**config.mk**
```make
export PLATFORM = sky130hd
export DESIGN_NAME = pulse_timer_unit
export DESIGN_NICKNAME = d
export VERILOG_FILES = /design/src/pulse_timer_unit_pkg.sv /design/src/pulse_timer_unit.sv
export VERILOG_INCLUDE_DIRS = /design/src /design/src/src
export SDC_FILE = /design/constraint.sdc
export NUM_CORES = 2
export LEC_CHECK = 0
export BUFFER_PORTS_ARGS = -buffer_cell sky130_fd_sc_hd__buf_2
export CAP_MARGIN = 20
export CORE_ASPECT_RATIO = 0.75
export CORE_UTILIZATION = 40
export DETAILED_ROUTE_END_ITERATION = 8
export PLACE_DENSITY = 0.62
export SLEW_MARGIN = 10
export SYNTH_ARGS = -nofsm -noshare
export SYNTH_HDL_FRONTEND = slang
export SYNTH_SLANG_ARGS = --single-unit
```
**constraint.sdc**
```tcl
create_clock -name i_clk -period 10.95 [get_ports i_clk]
set_clock_uncertainty 0.15 [all_clocks]
set_input_delay 1.095 -clock i_clk [delete_from_list [all_inputs] [get_ports i_clk]]
set_output_delay 1.095 -clock i_clk [all_outputs]
set_load 0.005 [all_outputs]
```
**src/pulse_timer_unit_defines.svh**
```systemverilog
// Purpose: Offsets, field positions, reset values and codes of the
//          six-channel pulse timer unit.
// Assumes: Byte addresses on an 8-bit Wishbone address, one word each.
// Notes:   Definitions only.
`ifndef PULSE_TIMER_UNIT_DEFINES_SVH
`define PULSE_TIMER_UNIT_DEFINES_SVH

// ----------------------------------------------------------------------
// Register offsets
// ----------------------------------------------------------------------
`define OFS_CTRL_BASE   8'h00
`define OFS_START       8'h18
`define OFS_SYNC        8'h1C
`define OFS_CNT_BASE    8'h20
`define OFS_PHASE       8'h38
`define OFS_BUFFER      8'h3C
`define OFS_PIN_FUNC    8'h40
`define OFS_IRQ_STATUS  8'h44
`define OFS_IRQ_MASK    8'h48
`define OFS_GR_BASE     8'h80

// ----------------------------------------------------------------------
// Control register fields and reset values
// ----------------------------------------------------------------------
`define CLR_MSB         7
`define CLR_LSB         5
`define EDGE_MSB        4
`define EDGE_LSB        3
`define PSC_MSB         2
`define PSC_LSB         0
`define CTRL_RESET      8'h00
`define CTRL_MASK_NARROW 8'h7F
`define PHASE_MASK      6'h36

// Clearing source codes.
`define CLR_GR_A        3'h1
`define CLR_GR_B        3'h2
`define CLR_GR_C        3'h5
`define CLR_GR_D        3'h6
`define CLR_SYNC_LOW    2'h3

// Clock source codes.
`define PSC_DIV1        3'h0
`define PSC_DIV4        3'h1
`define PSC_DIV16       3'h2
`define PSC_DIV64       3'h3
`define PSC_CASCADE     3'h7

// Prescaler bit whose square wave is the divided clock.
`define DIV4_BIT        1
`define DIV16_BIT       3
`define DIV64_BIT       5

`endif

```
**src/pulse_timer_unit_pkg.sv**
```systemverilog
// Purpose: Types shared by the pulse timer unit and its users.
// Assumes: Classic Wishbone with 32-bit data.
// Notes:   Constants live in the defines header.
package pulse_timer_unit_pkg;

  typedef struct packed {
    logic        cyc;
    logic        stb;
    logic        we;
    logic [7:0]  adr;
    logic [3:0]  sel;
    logic [31:0] dat;
  } wb_req_s;

  typedef struct packed {
    logic        ack;
    logic [31:0] dat;
  } wb_rsp_s;

endpackage : pulse_timer_unit_pkg

```
**src/pulse_timer_unit.sv**
```systemverilog
// Purpose: Six-channel pulse timer: clock selection, edge selection,
//          phase counting, counter clearing, capture/compare pins.
// Assumes: Wishbone slave on i_clk; pins and external clocks are async.
// Summary of operation
// - every channel owns an 8-bit read/write control register.
// - control bits 7..5 choose the counter clearing event.
// - control bits 4..3 choose the counting edge of the input clock.
// - both-edge counting steps on rising and falling edges.
// - phase counting on channels 1,2,4,5 overrides the edge selection.
// - edge selection applies to divide-by-4 and slower, not undivided.
// - counting another channel's overflow ignores the edge selection.
// - inputs A,B clock any channel; phases for channels 1 and 5.
// - input C clocks any channel, D all but 1 and 4; phases for channels 2 and 4.
// - one two-way pin per general register; four on 0 and 3.
// - start and sync registers are shared by all six channels.
// - edge code 00 rising, 01 falling, 1x both edges.
// - codes 5 and 6 clear on C/D match, not in buffer use.
// - bit 7 of control on channels 1,2,4,5 reads zero, ignores writes.
// - channel 0 clock codes: div 1,4,16,64, then inputs A, B, C, D.
`timescale 1ns/1ps
module pulse_timer_unit
  import pulse_timer_unit_pkg::*;
#(
  parameter int CNT_W = 16
) (
  input  wire logic       i_clk,
  input  wire logic       i_arst_n,
  input  wire logic       i_ce,
  input  wire wb_req_s    i_wb,
  output wb_rsp_s         o_wb,
  input  wire logic       i_ext_clock_in_a,
  input  wire logic       i_ext_clock_in_b,
  input  wire logic       i_ext_clock_in_c,
  input  wire logic       i_ext_clock_in_d,
  input  wire logic [15:0] i_gp_pin,
  output logic      [15:0] o_gp_pin,
  output logic      [15:0] o_gp_pin_oe,
  output logic             o_irq
);
`include "pulse_timer_unit_defines.svh"

  localparam int NCH = 6;
  localparam logic [CNT_W-1:0] CNT_MAX = '1;

  // ----------------------------------------------------------------------
  // Helpers
  // ----------------------------------------------------------------------
  function automatic int pin_idx(input int ch, input int k);
    int base;
    case (ch)
      0:       base = 0;
      1:       base = 4;
      2:       base = 6;
      3:       base = 8;
      4:       base = 12;
      default: base = 14;
    endcase
    return base + k;
  endfunction : pin_idx

  function automatic logic gr_exists(input int ch, input int k);
    return (k < 2) || (ch == 0) || (ch == 3);
  endfunction : gr_exists

  function automatic logic [31:0] wmerge(input logic [31:0] old,
                                         input wb_req_s     req);
    logic [31:0] res;
    res = old;
    for (int b = 0; b < 4; b++) begin
      if (req.sel[b]) begin
        res[b*8 +: 8] = req.dat[b*8 +: 8];
      end
    end
    return res;
  endfunction : wmerge

  // ----------------------------------------------------------------------
  // State
  // ----------------------------------------------------------------------
  logic [7:0]       ctrl_reg     [NCH];
  logic [CNT_W-1:0] cnt_reg      [NCH];
  logic [CNT_W-1:0] gr_reg       [NCH][4];
  logic [NCH-1:0]   start_reg;
  logic [NCH-1:0]   sync_reg;
  logic [NCH-1:0]   phase_reg;
  logic [1:0]       buffer_reg;
  logic [15:0]      pin_func_reg;
  logic [21:0]      irq_status_reg;
  logic [21:0]      irq_mask_reg;
  logic [NCH-1:0]   ovf_pulse_reg;
  logic [5:0]       presc_reg;
  logic [3:0]       ext_meta_reg, ext_sync_reg, ext_prev_reg;
  logic [15:0]      pin_meta_reg, pin_sync_reg, pin_prev_reg;
  logic [15:0]      pin_out_reg;
  logic             ack_reg;
  logic [31:0]      rdat_reg;
  logic             irq_reg;

  logic             access;
  logic             wr;
  logic [31:0]      rdata;
  logic [3:0]       ext_rise, ext_fall;
  logic [15:0]      pin_rise;
  logic [2:0]       pr_rise, pr_fall;
  logic [NCH-1:0]   step, up, own_clr, clr, ovf_ev;
  logic [3:0]       gev          [NCH];
  logic [21:0]      ev;
  logic             sync_any;

  assign access = i_wb.cyc && i_wb.stb && !ack_reg;
  assign wr     = access && i_wb.we;

  // ----------------------------------------------------------------------
  // Edge sources
  // ----------------------------------------------------------------------
  // The divided clocks are square waves on prescaler bits, so both-edge
  // counting on divide-by-4 gives a step every two cycles.
  always_comb begin
    ext_rise = ext_sync_reg & ~ext_prev_reg;
    ext_fall = ~ext_sync_reg & ext_prev_reg;
    pin_rise = pin_sync_reg & ~pin_prev_reg;
    pr_rise[0] = (&presc_reg[`DIV4_BIT-1:0]) & ~presc_reg[`DIV4_BIT];
    pr_fall[0] = (&presc_reg[`DIV4_BIT-1:0]) & presc_reg[`DIV4_BIT];
    pr_rise[1] = (&presc_reg[`DIV16_BIT-1:0]) & ~presc_reg[`DIV16_BIT];
    pr_fall[1] = (&presc_reg[`DIV16_BIT-1:0]) & presc_reg[`DIV16_BIT];
    pr_rise[2] = (&presc_reg[`DIV64_BIT-1:0]) & ~presc_reg[`DIV64_BIT];
    pr_fall[2] = (&presc_reg[`DIV64_BIT-1:0]) & presc_reg[`DIV64_BIT];
  end

  // ----------------------------------------------------------------------
  // Per-channel counting, events and clearing
  // ----------------------------------------------------------------------
  always_comb begin
    logic [2:0] src;
    logic [1:0] edg;
    logic       r, f, ign, tick;
    int         pa;
    src = '0;
    edg = '0;
    r = 1'b0;
    f = 1'b0;
    ign = 1'b0;
    tick = 1'b0;
    pa = 0;
    step = '0;
    up = '1;
    own_clr = '0;
    clr = '0;
    ovf_ev = '0;
    sync_any = 1'b0;
    ev = '0;
    for (int ch = 0; ch < NCH; ch++) begin
      src = ctrl_reg[ch][`PSC_MSB:`PSC_LSB];
      edg = ctrl_reg[ch][`EDGE_MSB:`EDGE_LSB];
      ign = 1'b0;
      f = 1'b0;
      case (src)
        `PSC_DIV1: begin
          ign = 1'b1;
          r = 1'b1;
        end
        `PSC_DIV4: begin
          r = pr_rise[0];
          f = pr_fall[0];
        end
        `PSC_DIV16: begin
          r = pr_rise[1];
          f = pr_fall[1];
        end
        `PSC_DIV64: begin
          r = pr_rise[2];
          f = pr_fall[2];
        end
        default: begin
          if ((ch == 1 || ch == 4) && src == `PSC_CASCADE) begin
            ign = 1'b1;
            r = ovf_pulse_reg[ch-1];
          end else begin
            r = ext_rise[src[1:0]];
            f = ext_fall[src[1:0]];
          end
        end
      endcase
      if (ign) begin
        tick = r;
      end else if (edg[1]) begin
        tick = r | f;
      end else if (edg[0]) begin
        tick = f;
      end else begin
        tick = r;
      end
      if (phase_reg[ch]) begin
        pa = (ch == 1 || ch == 5) ? 0 : 2;
        tick = ext_rise[pa] | ext_fall[pa] | ext_rise[pa+1]
             | ext_fall[pa+1];
        up[ch] = ext_sync_reg[pa] ^ ext_prev_reg[pa+1];
      end
      step[ch] = tick & start_reg[ch];
      for (int k = 0; k < 4; k++) begin
        gev[ch][k] = 1'b0;
        if (gr_exists(ch, k)) begin
          if (pin_func_reg[pin_idx(ch, k)]) begin
            gev[ch][k] = step[ch] && (cnt_reg[ch] == gr_reg[ch][k]);
          end else begin
            gev[ch][k] = pin_rise[pin_idx(ch, k)];
          end
          // A buffering register never matches or captures.
          if (k >= 2 && ((ch == 0 && buffer_reg[0]) ||
                         (ch == 3 && buffer_reg[1]))) begin
            gev[ch][k] = 1'b0;
          end
          ev[pin_idx(ch, k)] = gev[ch][k];
        end
      end
      case (ctrl_reg[ch][`CLR_MSB:`CLR_LSB])
        `CLR_GR_A: own_clr[ch] = gev[ch][0];
        `CLR_GR_B: own_clr[ch] = gev[ch][1];
        `CLR_GR_C: own_clr[ch] = gev[ch][2];
        `CLR_GR_D: own_clr[ch] = gev[ch][3];
        default:   own_clr[ch] = 1'b0;
      endcase
      sync_any = sync_any | (own_clr[ch] & sync_reg[ch]);
    end
    for (int ch = 0; ch < NCH; ch++) begin
      clr[ch] = own_clr[ch] | (sync_any && sync_reg[ch] &&
                (ctrl_reg[ch][`CLR_LSB+1:`CLR_LSB] == `CLR_SYNC_LOW));
      ovf_ev[ch] = step[ch] && !clr[ch] &&
                   (up[ch] ? (cnt_reg[ch] == CNT_MAX)
                           : (cnt_reg[ch] == '0));
      ev[16+ch] = ovf_ev[ch];
    end
  end

  // ----------------------------------------------------------------------
  // Synchronisers and prescaler
  // ----------------------------------------------------------------------
  always_ff @(posedge i_clk or negedge i_arst_n) begin
    if (!i_arst_n) begin
      ext_meta_reg <= '0;
      ext_sync_reg <= '0;
      ext_prev_reg <= '0;
      pin_meta_reg <= '0;
      pin_sync_reg <= '0;
      pin_prev_reg <= '0;
      presc_reg    <= '0;
    end else if (i_ce) begin
      ext_meta_reg <= {i_ext_clock_in_d, i_ext_clock_in_c,
                       i_ext_clock_in_b, i_ext_clock_in_a};
      ext_sync_reg <= ext_meta_reg;
      ext_prev_reg <= ext_sync_reg;
      pin_meta_reg <= i_gp_pin;
      pin_sync_reg <= pin_meta_reg;
      pin_prev_reg <= pin_sync_reg;
      presc_reg    <= presc_reg + 6'h01;
    end
  end

  // ----------------------------------------------------------------------
  // Control, shared and configuration registers
  // ----------------------------------------------------------------------
  // Writes while a channel runs take effect at once; software is expected
  // to stop the channel first, since a mid-count change can skip an edge.
  always_ff @(posedge i_clk or negedge i_arst_n) begin
    if (!i_arst_n) begin
      for (int ch = 0; ch < NCH; ch++) begin
        ctrl_reg[ch] <= `CTRL_RESET;
      end
      start_reg    <= '0;
      sync_reg     <= '0;
      phase_reg    <= '0;
      buffer_reg   <= '0;
      pin_func_reg <= '0;
      irq_mask_reg <= '0;
    end else if (i_ce && wr) begin
      for (int ch = 0; ch < NCH; ch++) begin
        if (i_wb.adr == 8'(`OFS_CTRL_BASE + 4*ch)) begin
          ctrl_reg[ch] <= (ch == 0 || ch == 3)
            ? 8'(wmerge({24'h0, ctrl_reg[ch]}, i_wb))
            : 8'(wmerge({24'h0, ctrl_reg[ch]}, i_wb))
              & `CTRL_MASK_NARROW;
        end
      end
      case (i_wb.adr)
        `OFS_START:    start_reg <=
                         6'(wmerge({26'h0, start_reg}, i_wb));
        `OFS_SYNC:     sync_reg <=
                         6'(wmerge({26'h0, sync_reg}, i_wb));
        `OFS_PHASE:    phase_reg <=
                         6'(wmerge({26'h0, phase_reg}, i_wb))
                         & `PHASE_MASK;
        `OFS_BUFFER:   buffer_reg <=
                         2'(wmerge({30'h0, buffer_reg}, i_wb));
        `OFS_PIN_FUNC: pin_func_reg <=
                         16'(wmerge({16'h0, pin_func_reg}, i_wb));
        `OFS_IRQ_MASK: irq_mask_reg <=
                         22'(wmerge({10'h0, irq_mask_reg}, i_wb));
        default: ;
      endcase
    end
  end

  // ----------------------------------------------------------------------
  // Counters
  // ----------------------------------------------------------------------
  always_ff @(posedge i_clk or negedge i_arst_n) begin
    if (!i_arst_n) begin
      for (int ch = 0; ch < NCH; ch++) begin
        cnt_reg[ch] <= '0;
      end
      ovf_pulse_reg <= '0;
    end else if (i_ce) begin
      ovf_pulse_reg <= ovf_ev;
      for (int ch = 0; ch < NCH; ch++) begin
        if (wr && i_wb.adr == 8'(`OFS_CNT_BASE + 4*ch)) begin
          cnt_reg[ch] <= CNT_W'(wmerge(32'(cnt_reg[ch]), i_wb));
        end else if (clr[ch]) begin
          cnt_reg[ch] <= '0;
        end else if (step[ch]) begin
          cnt_reg[ch] <= up[ch] ? cnt_reg[ch] + 1'b1
                                : cnt_reg[ch] - 1'b1;
        end
      end
    end
  end

  // ----------------------------------------------------------------------
  // General registers and pins
  // ----------------------------------------------------------------------
  always_ff @(posedge i_clk or negedge i_arst_n) begin
    if (!i_arst_n) begin
      for (int ch = 0; ch < NCH; ch++) begin
        for (int k = 0; k < 4; k++) begin
          gr_reg[ch][k] <= CNT_MAX;
        end
      end
      pin_out_reg <= '0;
    end else if (i_ce) begin
      for (int ch = 0; ch < NCH; ch++) begin
        for (int k = 0; k < 4; k++) begin
          if (gr_exists(ch, k)) begin
            if (wr && i_wb.adr == 8'(`OFS_GR_BASE + 16*ch + 4*k)) begin
              gr_reg[ch][k] <= CNT_W'(wmerge(32'(gr_reg[ch][k]), i_wb));
            end else if (gev[ch][k] && !pin_func_reg[pin_idx(ch, k)]) begin
              gr_reg[ch][k] <= cnt_reg[ch];
            end else if (k < 2 && gev[ch][k] &&
                         ((ch == 0 && buffer_reg[0]) ||
                          (ch == 3 && buffer_reg[1]))) begin
              gr_reg[ch][k] <= gr_reg[ch][k+2];
            end
            if (gev[ch][k] && pin_func_reg[pin_idx(ch, k)]) begin
              pin_out_reg[pin_idx(ch, k)] <=
                ~pin_out_reg[pin_idx(ch, k)];
            end
          end
        end
      end
    end
  end

  // ----------------------------------------------------------------------
  // Interrupt status and mask
  // ----------------------------------------------------------------------
  // A new event beats a write-one-to-clear in the same cycle.
  always_ff @(posedge i_clk or negedge i_arst_n) begin
    if (!i_arst_n) begin
      irq_status_reg <= '0;
      irq_reg        <= 1'b0;
    end else if (i_ce) begin
      if (wr && i_wb.adr == `OFS_IRQ_STATUS) begin
        irq_status_reg <= (irq_status_reg &
                           ~22'(wmerge(32'h0, i_wb))) | ev;
      end else begin
        irq_status_reg <= irq_status_reg | ev;
      end
      irq_reg <= |(irq_status_reg & irq_mask_reg);
    end
  end

  // ----------------------------------------------------------------------
  // Wishbone read and acknowledge
  // ----------------------------------------------------------------------
  always_comb begin
    rdata = 32'h0;
    for (int ch = 0; ch < NCH; ch++) begin
      if (i_wb.adr == 8'(`OFS_CTRL_BASE + 4*ch)) begin
        rdata = {24'h0, ctrl_reg[ch]};
      end
      if (i_wb.adr == 8'(`OFS_CNT_BASE + 4*ch)) begin
        rdata = 32'(cnt_reg[ch]);
      end
      for (int k = 0; k < 4; k++) begin
        if (gr_exists(ch, k) &&
            i_wb.adr == 8'(`OFS_GR_BASE + 16*ch + 4*k)) begin
          rdata = 32'(gr_reg[ch][k]);
        end
      end
    end
    case (i_wb.adr)
      `OFS_START:      rdata = {26'h0, start_reg};
      `OFS_SYNC:       rdata = {26'h0, sync_reg};
      `OFS_PHASE:      rdata = {26'h0, phase_reg};
      `OFS_BUFFER:     rdata = {30'h0, buffer_reg};
      `OFS_PIN_FUNC:   rdata = {16'h0, pin_func_reg};
      `OFS_IRQ_STATUS: rdata = {10'h0, irq_status_reg};
      `OFS_IRQ_MASK:   rdata = {10'h0, irq_mask_reg};
      default: ;
    endcase
  end

  always_ff @(posedge i_clk or negedge i_arst_n) begin
    if (!i_arst_n) begin
      ack_reg  <= 1'b0;
      rdat_reg <= 32'h0;
    end else if (i_ce) begin
      ack_reg <= access;
      if (access && !i_wb.we) begin
        rdat_reg <= rdata;
      end
    end
  end

  assign o_wb        = '{ack: ack_reg, dat: rdat_reg};
  assign o_gp_pin    = pin_out_reg;
  assign o_gp_pin_oe = pin_func_reg;
  assign o_irq       = irq_reg;

endmodule : pulse_timer_unit

```
# [Word level (Yosys, flattened, before mapping)]
# Index checks and enable logic that the tools add are counted.
[classes] add_sub_neg=51 order_cmp=86 eq_ne=142 mux=560 n_bitwise=73 n_reduce_logical=242
[ops] cell="$mux 32" count=113
[ops] cell="$lt 32x6->1 const B" count=64
[ops] cell="$mux 16" count=89
[ops] cell="$add 32x2->32 const B" count=24
[ops] cell="$add 32x3->32 const B" count=16
[ops] cell="$ge 32x1->1 const B" count=16
[ops] cell="$bmux 1 s4" count=64
[ops] cell="$bwmux 16" count=16
[ops] cell="$eq 16x16->1" count=16
[ops] cell="$pmux 32 s7" count=1
[ops] cell="$mux 1" count=216
[ops] cell="$reduce_and 3->1" count=60
[ops] cell="$eq 8x8->1 const B" count=16
[ops] cell="$logic_and 1x1->1" count=120
[ops] cell="$add 16x1->16 const B" count=6
[ops] cell="$eq 16x16->1 const B" count=6
[ops] cell="$ne 2x2->1 const B" count=44
[ops] cell="$mux 8" count=9
[ops] cell="$demux 1 s4" count=16
[ops] cell="$eq 8x6->1 const B" count=8
[ops] cell="$logic_not 16->1" count=4
[ops] cell="$sub 16x1->16 const B" count=4
[ops] cell="$pmux 1 s4" count=14
[ops] cell="$and 22x22->22" count=2
[ops] cell="other kinds (34)" count=210
[totals] reg_bits=594 in_bits=70 output_inout_bits=66

# [Logic depth before layout (Yosys ltp)]
[logic_depth] ltp_word=65 mapped_depth=16 depth_no_buf=15

# [Least setup slack after synthesis]
# Ideal clock, no wire load.
[synth_timing] path_type="reg2reg" start="register presc_reg[0]" end="register cnt_reg[64] (netlist bit)" setup_ps=125 arrival_ps=4444 path_slack_ps=6231 stages_incl_launch_ff=16 path_buffers=1 period_less_slack_ps=4719 cell_sequence="dfrtp_1 ha_1 and3_1 ha_1 and3b_1 o211a_1 or4_1 nand3b_1 a221oi_1 o22a_1 a222oi_1 nand4_2 a31o_1 buf_6 o311ai_4 mux2_2"
[synth_between] elab_chain_cells=22 elab_cells_between_ends=114 cone_classes="mux (62); bitwise (30); reduce/logical (22)"
[synth_rtl] item="from (decl)" line_no="pulse_timer_unit.sv:91" source="logic [5:0] presc_reg;"
[synth_rtl] item="from (signal assigned)" line_no="pulse_timer_unit.sv:255" source="presc_reg <= presc_reg + 6'h01;"
[synth_rtl] item="$reduce_and 5->1 / $reduce_and 3->1 (equally long branches)"
[synth_rtl] item="$and 1x1->1, on equally long branches"
[synth_rtl] item="$pmux 1 s4" line_no="pulse_timer_unit.sv:157" source="case (src)"
[synth_rtl] item="$mux 1 / $or 1x1->1 (equally long branches)" line_no="pulse_timer_unit.sv:188, pulse_timer_unit.sv:187"
[synth_rtl] item="$mux 1" line_no="pulse_timer_unit.sv:186" source="end else if (edg[1]) begin"
[synth_rtl] item="$mux 1" line_no="pulse_timer_unit.sv:184" source="if (ign) begin"
[synth_rtl] item="$and 1x1->1 / $mux 1 (equally long branches)" line_no="pulse_timer_unit.sv:199, pulse_timer_unit.sv:193"
[synth_rtl] item="$logic_and 1x1->1 / $and 1x1->1 (equally long branches)" line_no="pulse_timer_unit.sv:204, pulse_timer_unit.sv:199"
[synth_rtl] item="$mux 1 / $logic_and 1x1->1 (equally long branches)" line_no="pulse_timer_unit.sv:203, pulse_timer_unit.sv:204"
[synth_rtl] item="$mux 1, on equally long branches" line_no="pulse_timer_unit.sv:209, pulse_timer_unit.sv:203"
[synth_rtl] item="$pmux 1 s4 / $pmux 1 s2 (equally long branches)" line_no="pulse_timer_unit.sv:216" source="case (ctrl_reg[ch][`CLR_MSB:`CLR_LSB])"
[synth_rtl] item="$and 1x1->1" line_no="pulse_timer_unit.sv:223" source="sync_any = sync_any | (own_clr[ch] & sync_reg[ch]);"
[synth_rtl] item="$or 1x1->1 (5 in series)" line_no="pulse_timer_unit.sv:223"
[synth_rtl] item="$logic_and 1x1->1 (2 in series)" line_no="pulse_timer_unit.sv:226" source="clr[ch] = own_clr[ch] | (sync_any && sync_reg[ch] &&"
[synth_rtl] item="$or 1x1->1" line_no="pulse_timer_unit.sv:226"
[synth_rtl] item="$reduce_bool 3->1 (no source line) / $mux 16 (equally long branches)"
[synth_rtl] item="$reduce_and 3->1 (no source line) / $mux 16 (equally long branches)"
[synth_rtl] item="to (signal, indexed assignment)" line_no="pulse_timer_unit.sv:316" source="cnt_reg[ch] <= CNT_W'(wmerge(32'(cnt_reg[ch]), i_wb));"
[synth_rtl] item="to (signal, indexed assignment)" line_no="pulse_timer_unit.sv:320" source="cnt_reg[ch] <= up[ch] ? cnt_reg[ch] + 1'b1"
[synth_rtl] item="to (decl)" line_no="pulse_timer_unit.sv:81" source="logic [CNT_W-1:0] cnt_reg [NCH];"
# Several ways; a longest one is shown, not always the timed one.
# A chain may end at the register's enable or synchronous reset.

# [Worst setup path after layout]
# Ends and elaborated chain as after synthesis.

==> impl.org <==
** Synthesis
- Summed over its instances, the top area cell type makes up about a fifth of the synthesized netlist area.
- Summed over all instances, the cell type with the most area after synthesis is dfrtp_1.
- Count of warnings emitted by yosys :: 0
- Number of distinct library cell variants in the gate-level netlist after synthesis :: 93
- Averaged over all synthesized cells, the footprint is 9.27 sq um.
- Cell area after synthesis :: roughly 0.039 sq mm
- Synthesis produced about 4200 cells.
- Number of enable-type register cells in the synthesized netlist :: 0
- Part of the Yosys area used for sequential elements :: roughly two fifths
- By count the netlist is led by nand2_1, o21ai_0, dfrtp_1.
- Ranking of synthesized cells by area :: dfrtp_1, dfstp_2, mux2_2
- Primary flip-flop cell chosen by synthesis mapping :: dfrtp_1
- Flops & latches, synth :: just under 600
- In the synthesized netlist the async set-or-reset flop fraction comes to 100%.
- Most common cell in the netlist :: nand2_1

** Hold path
- Along the worst hold path, the cell count comes to 1.
- The startpoint identified for the worst hold timing path is o_gp_pin[4].
- Worst-case hold path end point :: o_gp_pin[4]
- The min-delay analysis places its worst path in the category reg -> reg.

** Cells and area
- Fraction of layout instances using a drive strength above 1 :: 22.1%
- Layout Cell Area excl Fill :: 0.0430 sq mm
- Net total in the final layout :: approximately 4300
- Counting the fill cells in the layout gives 9294.
- The register with the most flip-flops in the layout has approximately 260 of them.
- Signed area change from the synthesized netlist to the final layout :: 10.3%

** Worst setup path
- Traced cell by cell, the critical path runs through ha_1, and3_1, ha_1, and2_1, mux4_2, a22oi_1, o211a_1, o31ai_1, a22o_1, a222oi_1, nand4_2, a31o_1, buf_4, o311ai_4, mux2_2.
- Kind of start point of the critical path :: flip-flop
- Cell occurring most often along the worst timing path :: ha_1
- The worst setup path is captured at a flip-flop.
- Along the worst path, the maximum fanout reaches 20.
- Arrival time of the worst setup path :: between 7 and 8 ns
- Number of cell instances on the worst register-to-register path :: 15
- For flop-to-flop paths, the worst setup slack is between 4 and 5 ns.
- The worst register-to-register path begins at presc_reg[0].
- Class of the most critical setup path :: reg -> reg
- Critical path's slowest cell :: a222oi_1
- At the worst endpoint, the required time is 11.33 ns.
- R2r endpoint :: cnt_reg[64]
- Peak per-stage delay on the critical path :: approximately 0.8 ns

** Placed design
- Routability-driven placement finished with a final weighted congestion of 1.03.
- Area post-placement :: between 0.04 and 0.05 sq mm
- Detailed-placement wirelength estimate :: 114000 microns
- Port-buffer cells :: around 110

** Pwr
- The share of total power dissipated in sequential elements is 44.2%.
- Power Internal :: 0.00420 W
- Share of power burned in the clock network :: 37.1%
- Worst IR drop on VDD :: 0.129 mV
- In this run, the combinational gates consume 18.7% of the power.
- NetSw :: around 0.0020 W
- In this run the power density over the cells is 144 mW/mm^2.
- Summed over all cells, the static leakage comes to 17.6 nW.
- Pwr Total :: 0.00617 W
- Switching part of the total :: a little under a third

** STA
- Setup violations remaining at the end of the flow were counted as 0.
- Clock period minus worst slack :: between 6 and 7 ns
- The total count of max-transition violations in the final report was 0.
- Setup repair after global routing missed its margin :: false
- After routing, the total negative slack on setup checks comes to 0 ns.
- The final hold violation count came to 0.
- Static timing analysis puts the maximum clock frequency at between 100 and 150 MHz.
- Post-route fraction of the period consumed by the critical path :: 62.1%
- At the pin with the least slew margin, the transition time is 1.22 ns.
- Relative slew slack :: 18.8%

** Status
- The final reports fail on DRC.
- Result of the run :: finished, violations left

** Die
- Core ar. :: 0.0959 sq mm
- The floorplan has between 90 and 100 rows.
- The die is 272 microns tall.
- Pin placement for this block handled 136 I/O pins.
- X dimension of the die :: 362 microns
- For this configuration, the core starts out at a cell density of 40.6%.
- The die covers 0.0986 sq mm.

** GRT
- Antenna violations before repair :: 8
- Total track usage :: 32.2%
- The first global-routing pass estimated 234000 microns of wire.
- The via count of the first global-routing pass was 32158.
- The total overflow left after global routing is 0.
- Largest net degree at the start of global routing :: 151

** Clock network
- The clock net in this run drives a total of 582 sinks.
- The tree is rooted in a clkbuf_16.
- Number of buffers created by CTS :: just over 60
- Buffer levels on the longest clock path :: 3
- Cts hold-fix bufs :: 0
- Clock latency on the worst-skew pair :: 0.69 ns
- CTS tree :: done
- After clock tree synthesis, the clock-pin slew on the worst setup and hold paths is 0.07 ns.
- H-tree level count :: 2
- Number of cells upsized or downsized after cts :: 0
- Number of setup buffers added after CTS :: 0

** Flow run
- Max capacitance violation total :: 0

** Route
- After the first detailed-routing iteration, the DRC count stood at a little over 5000.
- The count of nets left with antenna violations once routing finished came out at 0.
- Routed wire per std cell :: 29.6 microns
- For this block, the routed nets add up to roughly 160000 microns of wire.
- For this run, design rule violations remaining after detail routing come to 14.
- Before antenna repair, the detailed router went through 9 iterations.
- Dividing the detail-routed via count by the number of cells gives 6.44.
- Across all layers, the routed design uses 35449 vias.
-- final cells by class --
type	count	area, sq um	area share (%)
flip-flops and latches	582	14900	34.6
diodes	11	27.5	0.0641
repair buffers	223	1490	3.47
clock inverters	28	317	0.737
well taps	1300	1630	3.79
clock buffers	87	1810	4.20
multi-input cells	3201	22500	52.5
inverters	74	278	0.646
-- critical path: cells and delay by family (launching register included) --
kind                     cells  cell delay [ns]
AO/OA/AOI/OAI                7             3.00
buffers and inverters        1             0.22
adder cells (fa/ha/maj)      2             0.67
flip-flops                   1             0.44
AND/OR/NAND/NOR              3             1.28
multiplexers                 2             0.88
-- stage by stage --
| step | hold WS [ns] | worst slack, ns | cells | util [%] |
|---|---|---|---|---|
| 4_1_cts | 0.315 | 4.37 | 5485 | 44.7 |
| 6_report | 0.310 | 4.15 | 5506 | 44.8 |
| 3_3_place_gp | 0.303 | 4.44 | 5369 | 42.4 |
| 2_1_floorplan | 0.299 | 6.23 | 4212 | - |
| 5_1_grt | 0.334 | 4.06 | 5498 | 44.8 |
| 3_5_place_dp | 0.304 | 4.40 | 5370 | 42.5 |
-- power groups by stage --
stage	sequential (W)	clock (W)	combinational [W]
after floorplan	0.00259	0	0.000793
after global placement	0.00274	0	0.00110
after detailed placement	0.00274	0	0.00111
after CTS	0.00271	0.00231	0.00112
after global routing	0.00274	0.00238	0.00124
final	0.00273	0.00229	0.00115
-- logic make-up after synthesis --
group	after synthesis	share of synthesized area [%]
xor+xnor	325	7.31
mux	543	15.0
fa+ha+maj	85	2.81
compound gates	1061	18.1
other cells	1	0.00963
flops	582	38.2
buf+inv	429	4.29
simple gates	1177	14.2
-- how the worst max path moves through the flow --
stage / cells past startpoint / slack, ns / end / startpoint
3_5_place_dp: 15 / 4.40 / cnt_reg[64] / presc_reg[0]
4_1_cts: 15 / 4.37 / cnt_reg[64] / presc_reg[0]
2_1_floorplan: 15 / 6.23 / cnt_reg[64] / presc_reg[0]
5_1_grt: 15 / 4.06 / cnt_reg[64] / presc_reg[0]
3_3_place_gp: 15 / 4.44 / cnt_reg[67] / presc_reg[0]
6_report: 15 / 4.15 / cnt_reg[64] / presc_reg[0]
-- layer usage --
metal	wire length (microns)	part of all wire, %	track usage [%]
met5	45	0.028	0
met4	4590	2.8	8.73
met3	24900	15	13.4
met2	62800	39	42.3
met1	70800	43	47.2
-- layout by cell type (no fill, tap or decap), types with 53 or more instances in the layout --
master	count
dfrtp_1	326
mux2i_1	267
ha_1	81
nand3_1	91
a22o_1	66
xor2_1	80
buf_4	100
nor3_1	57
nand2_1	463
nor2_1	236
xnor2_1	245
a221oi_1	53
a21oi_1	168
buf_2	112
dfstp_2	256
a22oi_1	63
clkbuf_16	62
o21ai_0	348
mux2_2	269
nand4_1	89
inv_1	72
No activity file was read; power rests on OpenSTA's default activity.
